[src/shared/bridge_ctrl_regs.vh]
// constants for the half-bridge serial fault controller
// assumes a 10 MHz system clock and an 800 ns serial clock period
`ifndef BRIDGE_CTRL_REGS_VH
`define BRIDGE_CTRL_REGS_VH

// ****************************************
// control word layout
// ****************************************
`define CW_WIDTH 16
`define CW_CLEAR_BIT 15
`define CW_BANK_BIT 14
`define CW_OLSD_BIT 13
`define CW_ACT0_LSB 7
`define CW_ACT0_MSB 12
`define CW_ACT1_LSB 7
`define CW_ACT1_MSB 10
`define CW_CONF0_LSB 1
`define CW_CONF0_MSB 6
`define CW_CONF1_LSB 1
`define CW_CONF1_MSB 4
`define CW_RESET 16'h0000

// ****************************************
// status word layout (own choice)
// ****************************************
`define SW_SUPPLY_BIT 15
`define SW_BANK_BIT 14
`define SW_TWARN_BIT 13
`define SW_TSD_BIT 12
`define SW_OC_LSB 6
`define SW_OL_LSB 0
`define BANK0_BRIDGES 6
`define BANK1_BRIDGES 4
`define NUM_BRIDGES 10

// ****************************************
// timing
// ****************************************
`define CLK_SYS_HZ 10000000
`define DEAD_TIME_NS 200
`define DEAD_CYCLES ((`DEAD_TIME_NS * (`CLK_SYS_HZ / 1000000) + 999) / 1000)
`define OC_DELAY_NS 10000
`define OC_DELAY_CYCLES ((`OC_DELAY_NS * (`CLK_SYS_HZ / 1000000) + 999) / 1000)
`define OL_DELAY_NS 100000
`define OL_DELAY_CYCLES ((`OL_DELAY_NS * (`CLK_SYS_HZ / 1000000) + 999) / 1000)

`endif

[src/hw/bridge_spi_ctrl.v]
// serial slave and fault control of a ten-bridge output driver
// assumes pins and sensor levels are asynchronous to clk_sys_i
//
// Summary of operation
// - power-on reset clears state, outputs off
// - sleep low: outputs off, registers reset
// - load undervoltage: outputs off, flag, auto restart
// - load overvoltage: outputs off, flag unlatched
// - logic undervoltage: ignore serial, initialise, tristate
// - thermal warning flag follows sensor, unlatched
// - thermal shutdown latches outputs off until clear
// - filtered overcurrent turns switch off, latched
// - filtered low-side open load latches flag
// - open-load shutdown disables output when enabled
// - never both switches on; dead time
// - cross-current turns both off, sets overcurrent
// - 16-bit word in, status out, MSB first
// - select fall loads current status
// - select rise executes word, tristates output
// - control word holds until replaced
// - frames are multiples of eight bits
// - address frame, data returned next frame
// - bank zero addressed after reset
// - clear runs after the next transmission
// - bit 15 clear, bit 14 bank select
// - bit 13 open-load shutdown for bank
// - activate bit high drives, low tristates
`timescale 1ns/1ps
`include "bridge_ctrl_regs.vh"

module bridge_spi_ctrl #(
	parameter DEAD_CYC = `DEAD_CYCLES,
	parameter OC_CYC = `OC_DELAY_CYCLES,
	parameter OL_CYC = `OL_DELAY_CYCLES
) (
	input wire clk_sys_i,
	input wire rst_i, // logic-supply power-on reset
	input wire sleep_control_input_i, // low = sleep
	input wire logic_uv_i, // logic supply below threshold
	input wire load_uv_i, // load supply undervoltage
	input wire load_ov_i, // load supply overvoltage
	input wire temp_warn_i, // any sensor at warning level
	input wire temp_sd_i, // any sensor at shutdown level
	input wire [9:0] oc_i, // per-bridge overcurrent
	input wire [9:0] ol_i, // per-bridge low-side open load
	input wire [9:0] cross_i, // per-bridge cross-current
	input wire sclk_i,
	input wire csn_i,
	input wire sdi_i,
	output reg sdo_o,
	output reg sdo_oe_n_o, // low while driving
	output reg [9:0] hs_on_o,
	output reg [9:0] ls_on_o,
	output reg supply_fail_flag_o,
	output reg thermal_warning_flag_o
);
	// ****************************************
	// input synchronisers
	// ****************************************
	reg [2:0] sclk_s_r; // [0] first stage, [2] edge history
	reg [2:0] csn_s_r;
	reg [1:0] sdi_s_r;
	reg [1:0] slp_s_r;
	reg [1:0] luv_s_r;
	reg [1:0] uv_s_r;
	reg [1:0] ov_s_r;
	reg [1:0] tw_s_r;
	reg [1:0] tsd_s_r;
	reg [9:0] oc_a_r;
	reg [9:0] oc_b_r;
	reg [9:0] ol_a_r;
	reg [9:0] ol_b_r;
	reg [9:0] cr_a_r;
	reg [9:0] cr_b_r;

	// sync chains: logic reads the second stage, and also the third for the sclk and csn edges
	always @(posedge clk_sys_i or posedge rst_i)
	begin
		if (rst_i)
		begin
			sclk_s_r <= 3'h0;
			csn_s_r <= 3'h7;
			sdi_s_r <= 2'h0;
			slp_s_r <= 2'h0;
			luv_s_r <= 2'h3;
			uv_s_r <= 2'h0;
			ov_s_r <= 2'h0;
			tw_s_r <= 2'h0;
			tsd_s_r <= 2'h0;
			oc_a_r <= 10'h000;
			oc_b_r <= 10'h000;
			ol_a_r <= 10'h000;
			ol_b_r <= 10'h000;
			cr_a_r <= 10'h000;
			cr_b_r <= 10'h000;
		end
		else
		begin
			sclk_s_r <= {sclk_s_r[1:0], sclk_i};
			csn_s_r <= {csn_s_r[1:0], csn_i};
			sdi_s_r <= {sdi_s_r[0], sdi_i};
			slp_s_r <= {slp_s_r[0], sleep_control_input_i};
			luv_s_r <= {luv_s_r[0], logic_uv_i};
			uv_s_r <= {uv_s_r[0], load_uv_i};
			ov_s_r <= {ov_s_r[0], load_ov_i};
			tw_s_r <= {tw_s_r[0], temp_warn_i};
			tsd_s_r <= {tsd_s_r[0], temp_sd_i};
			oc_a_r <= oc_i;
			oc_b_r <= oc_a_r;
			ol_a_r <= ol_i;
			ol_b_r <= ol_a_r;
			cr_a_r <= cross_i;
			cr_b_r <= cr_a_r;
		end
	end

	// ****************************************
	// derived events
	// ****************************************
	wire init_w; // digital initialisation request
	wire sclk_fall;
	wire cs_fall;
	wire cs_rise;
	wire cs_act;

	assign init_w = !slp_s_r[1] || luv_s_r[1];
	assign sclk_fall = !sclk_s_r[1] && sclk_s_r[2];
	assign cs_fall = !csn_s_r[1] && csn_s_r[2];
	assign cs_rise = csn_s_r[1] && !csn_s_r[2];
	assign cs_act = !csn_s_r[1];

	// ****************************************
	// control state
	// ****************************************
	reg [15:0] shift_r; // serial shift register
	reg [7:0] bit_cnt_r; // bits clocked this frame, mod 8 kept in [2:0]
	reg [15:0] ctrl0_r; // bank 0 control word
	reg [15:0] ctrl1_r; // bank 1 control word
	reg addr_r; // bank returned in next frame
	reg clr_pend_r; // clear awaiting the next transmission
	reg clr_bank_r; // bank the pending clear applies to
	reg [1:0] clear_r; // per-bank one-cycle clear
	reg tsd_latch_r; // thermal shutdown latched
	wire [9:0] oc_flags;
	wire [9:0] ol_flags;
	wire [9:0] hs_w;
	wire [9:0] ls_w;
	wire [9:0] active_w;
	wire [9:0] level_w;
	wire [9:0] olsd_w;
	wire [9:0] clr_w;
	wire allow_w;

	// status word for a bank, flags aligned low
	function [15:0] status_word;
		input bank;
		input sup;
		input tw;
		input tsd;
		input [9:0] ocf;
		input [9:0] olf;
		begin
			status_word = 16'h0000;
			status_word[`SW_SUPPLY_BIT] = sup;
			status_word[`SW_BANK_BIT] = bank;
			status_word[`SW_TWARN_BIT] = tw;
			status_word[`SW_TSD_BIT] = tsd;
			if (bank)
			begin
				status_word[`SW_OC_LSB +: 6] = {2'h0, ocf[9:6]};
				status_word[`SW_OL_LSB +: 6] = {2'h0, olf[9:6]};
			end
			else
			begin
				status_word[`SW_OC_LSB +: 6] = ocf[5:0];
				status_word[`SW_OL_LSB +: 6] = olf[5:0];
			end
		end
	endfunction

	// ****************************************
	// serial frame engine
	// ****************************************
	// data valid on the falling clock edge: bits taken and shown then
	// sdi and sclk share one sync depth, so sdi has settled half a period before the fall
	always @(posedge clk_sys_i or posedge rst_i)
	begin
		if (rst_i)
		begin
			shift_r <= `CW_RESET;
			bit_cnt_r <= 8'h00;
			ctrl0_r <= `CW_RESET;
			ctrl1_r <= `CW_RESET;
			addr_r <= 1'b0;
			clr_pend_r <= 1'b0;
			clr_bank_r <= 1'b0;
			clear_r <= 2'h0;
			sdo_o <= 1'b0;
			sdo_oe_n_o <= 1'b1;
		end
		else if (init_w)
		begin
			// serial traffic ignored, banks reset
			shift_r <= `CW_RESET;
			bit_cnt_r <= 8'h00;
			ctrl0_r <= `CW_RESET;
			ctrl1_r <= `CW_RESET;
			addr_r <= 1'b0;
			clr_pend_r <= 1'b0;
			clr_bank_r <= 1'b0;
			clear_r <= 2'h0;
			sdo_o <= 1'b0;
			sdo_oe_n_o <= 1'b1;
		end
		else
		begin
			clear_r <= 2'h0;
			if (cs_fall)
			begin
				// capture diagnostics of the addressed bank
				shift_r <= status_word(addr_r, supply_fail_flag_o, thermal_warning_flag_o,
					tsd_latch_r, oc_flags, ol_flags);
				bit_cnt_r <= 8'h00;
				sdo_oe_n_o <= 1'b0;
				sdo_o <= supply_fail_flag_o; // MSB first
			end
			else if (cs_act && sclk_fall)
			begin
				// MSB out, new bit in; long frames pass through
				shift_r <= {shift_r[14:0], sdi_s_r[1]};
				bit_cnt_r <= bit_cnt_r + 8'h01;
				sdo_o <= shift_r[14]; // next bit, stands until the master's next fall
			end
			else if (cs_rise)
			begin
				sdo_oe_n_o <= 1'b1;
				// a frame off the byte grid is discarded
				if (bit_cnt_r != 8'h00 && bit_cnt_r[2:0] == 3'h0)
				begin
					// previous clear executes after this transmission
					if (clr_pend_r)
						clear_r[clr_bank_r] <= 1'b1;
					if (shift_r[`CW_BANK_BIT])
						ctrl1_r <= shift_r;
					else
						ctrl0_r <= shift_r;
					addr_r <= shift_r[`CW_BANK_BIT];
					clr_pend_r <= shift_r[`CW_CLEAR_BIT];
					clr_bank_r <= shift_r[`CW_BANK_BIT];
				end
			end
		end
	end

	// ****************************************
	// global supply and thermal supervision
	// ****************************************
	// new shutdown wins over a clear arriving the same cycle
	always @(posedge clk_sys_i or posedge rst_i)
	begin
		if (rst_i)
		begin
			supply_fail_flag_o <= 1'b0;
			thermal_warning_flag_o <= 1'b0;
			tsd_latch_r <= 1'b0;
		end
		else
		begin
			supply_fail_flag_o <= uv_s_r[1] || ov_s_r[1];
			thermal_warning_flag_o <= tw_s_r[1];
			if (tsd_s_r[1])
				tsd_latch_r <= 1'b1;
			else if (init_w || clear_r != 2'h0)
				tsd_latch_r <= 1'b0;
		end
	end

	// outputs off on supply fault or thermal shutdown; logic kept
	assign allow_w = !init_w && !uv_s_r[1] && !ov_s_r[1] && !tsd_latch_r && !tsd_s_r[1];

	// ****************************************
	// per-bridge mapping and legs
	// ****************************************
	genvar g;
	generate
		for (g = 0; g < `NUM_BRIDGES; g = g + 1)
		begin : leg
			if (g < `BANK0_BRIDGES)
			begin : b0
				assign active_w[g] = ctrl0_r[`CW_ACT0_LSB + g];
				assign level_w[g] = ctrl0_r[`CW_CONF0_LSB + g];
				assign olsd_w[g] = ctrl0_r[`CW_OLSD_BIT];
				assign clr_w[g] = clear_r[0];
			end
			else
			begin : b1
				assign active_w[g] = ctrl1_r[`CW_ACT1_LSB + g - `BANK0_BRIDGES];
				assign level_w[g] = ctrl1_r[`CW_CONF1_LSB + g - `BANK0_BRIDGES];
				assign olsd_w[g] = ctrl1_r[`CW_OLSD_BIT];
				assign clr_w[g] = clear_r[1];
			end
			bridge_leg #(
				.DEAD_CYC(DEAD_CYC),
				.OC_CYC(OC_CYC),
				.OL_CYC(OL_CYC)
			) u_leg (
				.clk_sys_i(clk_sys_i),
				.rst_i(rst_i),
				.init_i(init_w),
				.allow_i(allow_w),
				.active_i(active_w[g]),
				.want_high_i(level_w[g]),
				.olsd_en_i(olsd_w[g]),
				.clear_i(clr_w[g]),
				.oc_i(oc_b_r[g]),
				.ol_i(ol_b_r[g]),
				.cross_i(cr_b_r[g]),
				.hs_on_o(hs_w[g]),
				.ls_on_o(ls_w[g]),
				.oc_flag_o(oc_flags[g]),
				.ol_flag_o(ol_flags[g])
			);
		end
	endgenerate

	// ****************************************
	// output register stage
	// ****************************************
	// kept registered; a cut on allow avoids a one-cycle overlap
	always @(posedge clk_sys_i or posedge rst_i)
	begin
		if (rst_i)
		begin
			hs_on_o <= 10'h000;
			ls_on_o <= 10'h000;
		end
		else
		begin
			hs_on_o <= allow_w ? (hs_w & ~cr_b_r) : 10'h000;
			ls_on_o <= allow_w ? (ls_w & ~cr_b_r) : 10'h000;
		end
	end
endmodule // bridge_spi_ctrl

[src/hw/bridge_leg.v]
// one half-bridge leg: dead time, overcurrent, open load, cross-current
// assumes fault inputs already synchronised to clk_sys_i
`timescale 1ns/1ps
`include "bridge_ctrl_regs.vh"

module bridge_leg #(
	parameter DEAD_CYC = 2,
	parameter OC_CYC = 100,
	parameter OL_CYC = 1000
) (
	input wire clk_sys_i,
	input wire rst_i,
	input wire init_i, // digital init (sleep, logic undervoltage)
	input wire allow_i, // global permission to switch
	input wire active_i, // bridge activate bit
	input wire want_high_i, // requested level when active
	input wire olsd_en_i, // open-load shutdown enable
	input wire clear_i, // one-cycle latched-fault clear
	input wire oc_i, // current above shutdown threshold
	input wire ol_i, // low-side current below reference
	input wire cross_i, // cross-current sensed
	output reg hs_on_o,
	output reg ls_on_o,
	output reg oc_flag_o,
	output reg ol_flag_o
);
	// ****************************************
	// state
	// ****************************************
	reg [15:0] dead_cnt_r; // dead-time counter
	reg [15:0] oc_cnt_r; // overcurrent filter
	reg [15:0] ol_cnt_r; // open-load filter
	reg ol_off_r; // open-load shutdown latched
	wire off_all; // any reason to keep both off
	wire tgt_hs;
	wire tgt_ls;

	assign off_all = !allow_i || !active_i || oc_flag_o || ol_off_r;
	assign tgt_hs = !off_all && want_high_i;
	assign tgt_ls = !off_all && !want_high_i;

	// ****************************************
	// switch sequencing
	// ****************************************
	// off edges are immediate; on edges wait out the dead time
	always @(posedge clk_sys_i or posedge rst_i)
	begin
		if (rst_i)
		begin
			hs_on_o <= 1'b0;
			ls_on_o <= 1'b0;
			dead_cnt_r <= 16'h0000;
		end
		else if (!tgt_hs && !tgt_ls)
		begin
			hs_on_o <= 1'b0;
			ls_on_o <= 1'b0;
			dead_cnt_r <= 16'h0000;
		end
		else if ((tgt_hs && ls_on_o) || (tgt_ls && hs_on_o))
		begin
			// turn the other side off first, never overlap
			hs_on_o <= 1'b0;
			ls_on_o <= 1'b0;
			dead_cnt_r <= 16'h0000;
		end
		else if (!hs_on_o && !ls_on_o)
		begin
			if (dead_cnt_r >= DEAD_CYC[15:0])
			begin
				hs_on_o <= tgt_hs;
				ls_on_o <= tgt_ls;
			end
			else
				dead_cnt_r <= dead_cnt_r + 16'h0001;
		end
	end

	// ****************************************
	// latched faults
	// ****************************************
	// a new fault wins over a clear in the same cycle
	always @(posedge clk_sys_i or posedge rst_i)
	begin
		if (rst_i)
		begin
			oc_cnt_r <= 16'h0000;
			ol_cnt_r <= 16'h0000;
			oc_flag_o <= 1'b0;
			ol_flag_o <= 1'b0;
			ol_off_r <= 1'b0;
		end
		else if (init_i)
		begin
			oc_cnt_r <= 16'h0000;
			ol_cnt_r <= 16'h0000;
			oc_flag_o <= 1'b0;
			ol_flag_o <= 1'b0;
			ol_off_r <= 1'b0;
		end
		else
		begin
			// overcurrent filter while a switch conducts
			if ((hs_on_o || ls_on_o) && oc_i)
				oc_cnt_r <= (oc_cnt_r < OC_CYC[15:0]) ? oc_cnt_r + 16'h0001 : oc_cnt_r;
			else
				oc_cnt_r <= 16'h0000;
			// open-load filter only for the low side in on state
			if (ls_on_o && ol_i)
				ol_cnt_r <= (ol_cnt_r < OL_CYC[15:0]) ? ol_cnt_r + 16'h0001 : ol_cnt_r;
			else
				ol_cnt_r <= 16'h0000;
			if (((hs_on_o || ls_on_o) && oc_i && oc_cnt_r >= OC_CYC[15:0]) || cross_i)
				oc_flag_o <= 1'b1;
			else if (clear_i)
				oc_flag_o <= 1'b0;
			if (ls_on_o && ol_i && ol_cnt_r >= OL_CYC[15:0])
			begin
				ol_flag_o <= 1'b1;
				ol_off_r <= olsd_en_i;
			end
			else if (clear_i)
			begin
				ol_flag_o <= 1'b0;
				ol_off_r <= 1'b0;
			end
		end
	end
endmodule // bridge_leg

[config.mk]
export PLATFORM = sky130hd
export DESIGN_NAME = bridge_spi_ctrl
export DESIGN_NICKNAME = d
export VERILOG_FILES = /design/src/hw/bridge_spi_ctrl.v /design/src/hw/bridge_leg.v
export VERILOG_INCLUDE_DIRS = /design/src /design/src/shared
export SDC_FILE = /design/constraint.sdc
export NUM_CORES = 1
export LEC_CHECK = 0
export BUFFER_PORTS_ARGS = -buffer_cell sky130_fd_sc_hd__buf_4
export CAP_MARGIN = 5
export CORE_UTILIZATION = 55
export DETAILED_ROUTE_END_ITERATION = 16
export GPL_ROUTABILITY_DRIVEN = 0
export PLACE_DENSITY_LB_ADDON = 0.08
export SLEW_MARGIN = 15
export SYNTH_ARGS = -nofsm -noshare
export SYNTH_HDL_FRONTEND = slang
export SYNTH_HIERARCHICAL = 1
export SYNTH_SLANG_ARGS = --single-unit
[constraint.sdc]
create_clock -name clk_sys_i -period 4.3 [get_ports clk_sys_i]
set_clock_uncertainty 0.15 [all_clocks]
set_input_delay 0.43 -clock clk_sys_i [delete_from_list [all_inputs] [get_ports clk_sys_i]]
set_output_delay 0.43 -clock clk_sys_i [all_outputs]
set_load 0.02 [all_outputs]
==> impl_metrics.py <==
metrics = {
    "setup_path": {
        "r2r_start": "uv_s_r[1]",
        "end_kind": "flip-flop",
        "required_ns": 4.66,
        "cp-endpoint": "leg[9].u_leg/dead_cnt_r[0]",
        "r2r_end": "leg[9].u_leg/dead_cnt_r[0]",
        "reg2regPathDepth": 7,
        "crit_buf_inv": 1,
        "crit_slowest_cell": "a211oi_2",
        "start_kind": "flip-flop",
        "critical_path_depth": 7,
        "crit_chain": "or2_2 -> or4_1 -> inv_1 -> nand4bb_1 -> a211oi_2 -> nand2_1 -> mux2i_1",
        "cp-startpoint": "uv_s_r[1]",
        "critPathMaxFanout": 19,
        "worst_ep_arrival_time_ns": 3.53,
        "cpPeakStageDelay_ns": 0.81,
        "worst-setup-path-type": "flip-flop to flip-flop",
        "ff2ff_setup_slack_ns": 1.14,
        "crit_family": "simple AND/OR/NAND/NOR gates",
    },
    "sta": {
        "setup_slack_ns": 1.14,
        "fin_crit_sh_pct": 73.6,
        "slew_headroom_pct": 36.5,
        "fin_hold_ws_ns": 0.196,
        "rsz0062_at_grt": "no",
        "finalMaxSlewViolations": 0,
        "setup_violations": 0,
        "clock.fmax_mhz": 316,
        "worst_pin_slew_ns": 0.950,
        "setup_tns_ns": 0,
        "hold_viol": 0,
        "finalCriticalPeriod_ns": 3.16,
    },
    "run_status": {
        "status": "finished, final reports clean",
    },
    "synthesis": {
        "synthTopCellsByArea": "dfrtp_1, and2_1, ha_1, nand2_1, mux2i_1",
        "seq_area_frac_synth_pct": 60.1,
        "yosys_warnings": 6,
        "synth_edf_count": 0,
        "synthesis.nets": 2588,
        "synth_cells": 2485,
        "ys_ff_latch": 684,
        "yosysTopAreaCellShare_pct": 59.5,
        "synth-async-reset-ratio_pct": 100,
        "yosysTopAreaCell": "dfrtp_1",
        "ys_types": 74,
        "synth_flop_cell": "dfrtp_1",
        "synth.cell_area_um2": 28500,
        "syn_area_per_cell_um2": 11.5,
    },
    "hold_path": {
        "min_path_type": "flip-flop to flip-flop",
        "hold_path_depth": 0,
    },
    "placed_design": {
        "place_ws_ns": 1.15,
        "place.port_buffers": 64,
        "place_area_um2": 29600,
        "hpwl_um": 35200,
        "dp_cells": 3163,
    },
    "grt": {
        "grt_max_degree": 81,
        "grt_pass1_vias": 18800,
        "grt_pass1_wl_um": 94000,
        "groute.usage.overall_pct": 21.7,
        "antenna_found_initial": 2,
        "grt.overflow.total": 0,
    },
    "floorplanning": {
        "rows": 83,
        "die_height_um": 230,
        "start_util_pct": 55.6,
        "pin_count": 65,
        "fp.dieArea_um2": 52700,
        "die_w_um": 230,
        "core-area_um2": 51300,
    },
    "layout": {
        "final_area_um2": 32600,
        "n_fill_cell": 4003,
        "area_growth_pct": 14.3,
        "final_layout_size_suffix_gt1_share_pct": 11.1,
        "final_cells": 3332,
        "fin_util_pct": 63.5,
        "layout.nets": 2702,
    },
    "route": {
        "drtIter0Drc": 1235,
        "ant_nets": 0,
        "vias": 18800,
        "drcViolationCount": 0,
        "drt-total-wl_um": 54900,
        "wl_per_cell_um": 16.5,
        "first_pass_iters": 8,
        "viasPerCell": 5.65,
    },
    "flow_run": {
        "cap_viol_max_count": 0,
    },
    "clock_tree": {
        "cts_tree": "built",
        "clk_latency_ns": 0.60,
        "cts_sinks": 684,
        "numCtsBuffers": 73,
        "clk_pin_slew_ns": 0.06,
        "clock_path_buffers": 3,
        "root_buffer": "clkbuf_16",
        "htree_levels": 3,
        "post_cts_resized": 0,
    },
    "pwr": {
        "power.density_nw_per_um2": 407,
        "leakagePower_nw": 14.8,
        "ir_drop_uv": 262,
        "total_power_mw": 13.3,
    },
}
## state kept, by name (all words and copies together), names as in the netlist, 13 cells and up
signal	flops
shift_r	15
leg.u_leg/oc_cnt_r	160
leg.u_leg/dead_cnt_r	160
leg.u_leg/ol_cnt_r	160
ctrl0_r	13
## Yosys cell counts, types with 10 or more instances
master	instances
a21oi_1	114
a2bb2oi_1	16
and2_1	269
and2_2	10
and3_1	39
buf_1	19
clkbuf_1	49
dfrtp_1	678
ha_1	62
inv_1	95
mux2i_1	64
nand2_1	180
nand2b_1	23
nand3_1	73
nand3b_1	16
nand4_1	31
nand4bb_1	10
nor2_1	139
nor2b_1	12
nor3_1	20
nor3b_1	22
nor4_1	59
nor4b_1	10
o2111ai_1	18
o211ai_1	26
o21a_1	37
o21ai_0	51
o21ai_1	18
o31ai_1	41
or2_2	13
or3_1	62
or4_1	32
xnor2_1	12
xor2_1	18
## how the worst min path moves through the flow
stage | end | startpoint | slack (ns)
after floorplan | cr_b_r[0] | cr_a_r[0] | 0.18
after global placement | cr_b_r[2] | cr_a_r[2] | 0.18
after detailed placement | ol_b_r[3] | ol_a_r[3] | 0.18
after CTS | shift_r[5] | rst_i | 0.08
after global routing | cr_b_r[2] | cr_a_r[2] | 0.20
final | ol_b_r[3] | ol_a_r[3] | 0.20
## cell usage in the layout, fill, tap and decap left out, types with 11 or more instances in the layout
cell and count:
nor4_1 59, clkbuf_16 77, nand2_1 180, buf_4 71, o21a_1 37, clkbuf_8 13
nor2b_1 11, xor2_1 18, clkbuf_1 12, clkinv_2 21, xnor2_1 12, or2_2 13
nand3_1 73, a2bb2oi_1 16, a21oi_1 114, inv_1 83, nor3b_1 21, dfrtp_1 678
o21ai_0 51, or4_1 32, nand3b_1 16, nand4_1 31, and2_1 269, ha_1 62
nor2_1 139, or3_1 62, o211ai_1 26, nor3_1 20, o2111ai_1 18, nand2b_1 23
mux2i_1 64, o21ai_1 18, dlygate4sd3_1 40, and3_1 39, o31ai_1 41
## timing repair
action,CTS,global route
setup buffers,0,0
endpoints found under the hold margin,39,10
hold buffers,39,1
## power breakdown
part / internal, mW / total (mW) / switching (mW)
Sequential: 6.49 / 6.54 / 0.0408
Combinational: 0.0882 / 0.282 / 0.194
Clock: 3.97 / 6.44 / 2.48
## routing by layer
layer | up-vias | track usage [%] | wire (um)
met1 | 9471 | 31.0 | 25800
met2 | 290 | 34.0 | 25800
met3 | 88 | 3.36 | 2050
met5 | - | 0 | 0
met4 | 0 | 7.81 | 1280
li1 | 8965 | - | -
## final cells by class
class / instances / area (um^2) / area share, %
antenna: 1 / 2.50 / 0.00768
clock buffer: 102 / 2150 / 6.60
clock inverter: 25 / 344 / 1.06
inverter: 95 / 373 / 1.14
multi-input combinational: 1632 / 10800 / 33.0
sequential: 684 / 17100 / 52.6
tap: 680 / 851 / 2.61
timing repair buffer: 113 / 973 / 2.99
## cells by family (layout without fill, tap and decap cells)
group,Yosys count,after routing,synth area share (%)
compound gates,392,392,9.29
xor+xnor,30,30,0.922
fa+ha+maj,62,62,2.72
buf+inv,169,335,2.28
flops,684,684,60.1
mux,72,72,2.56
other cells,0,1,0
simple gates,1076,1076,22.2
No activity file was read; power rests on OpenSTA's default activity.
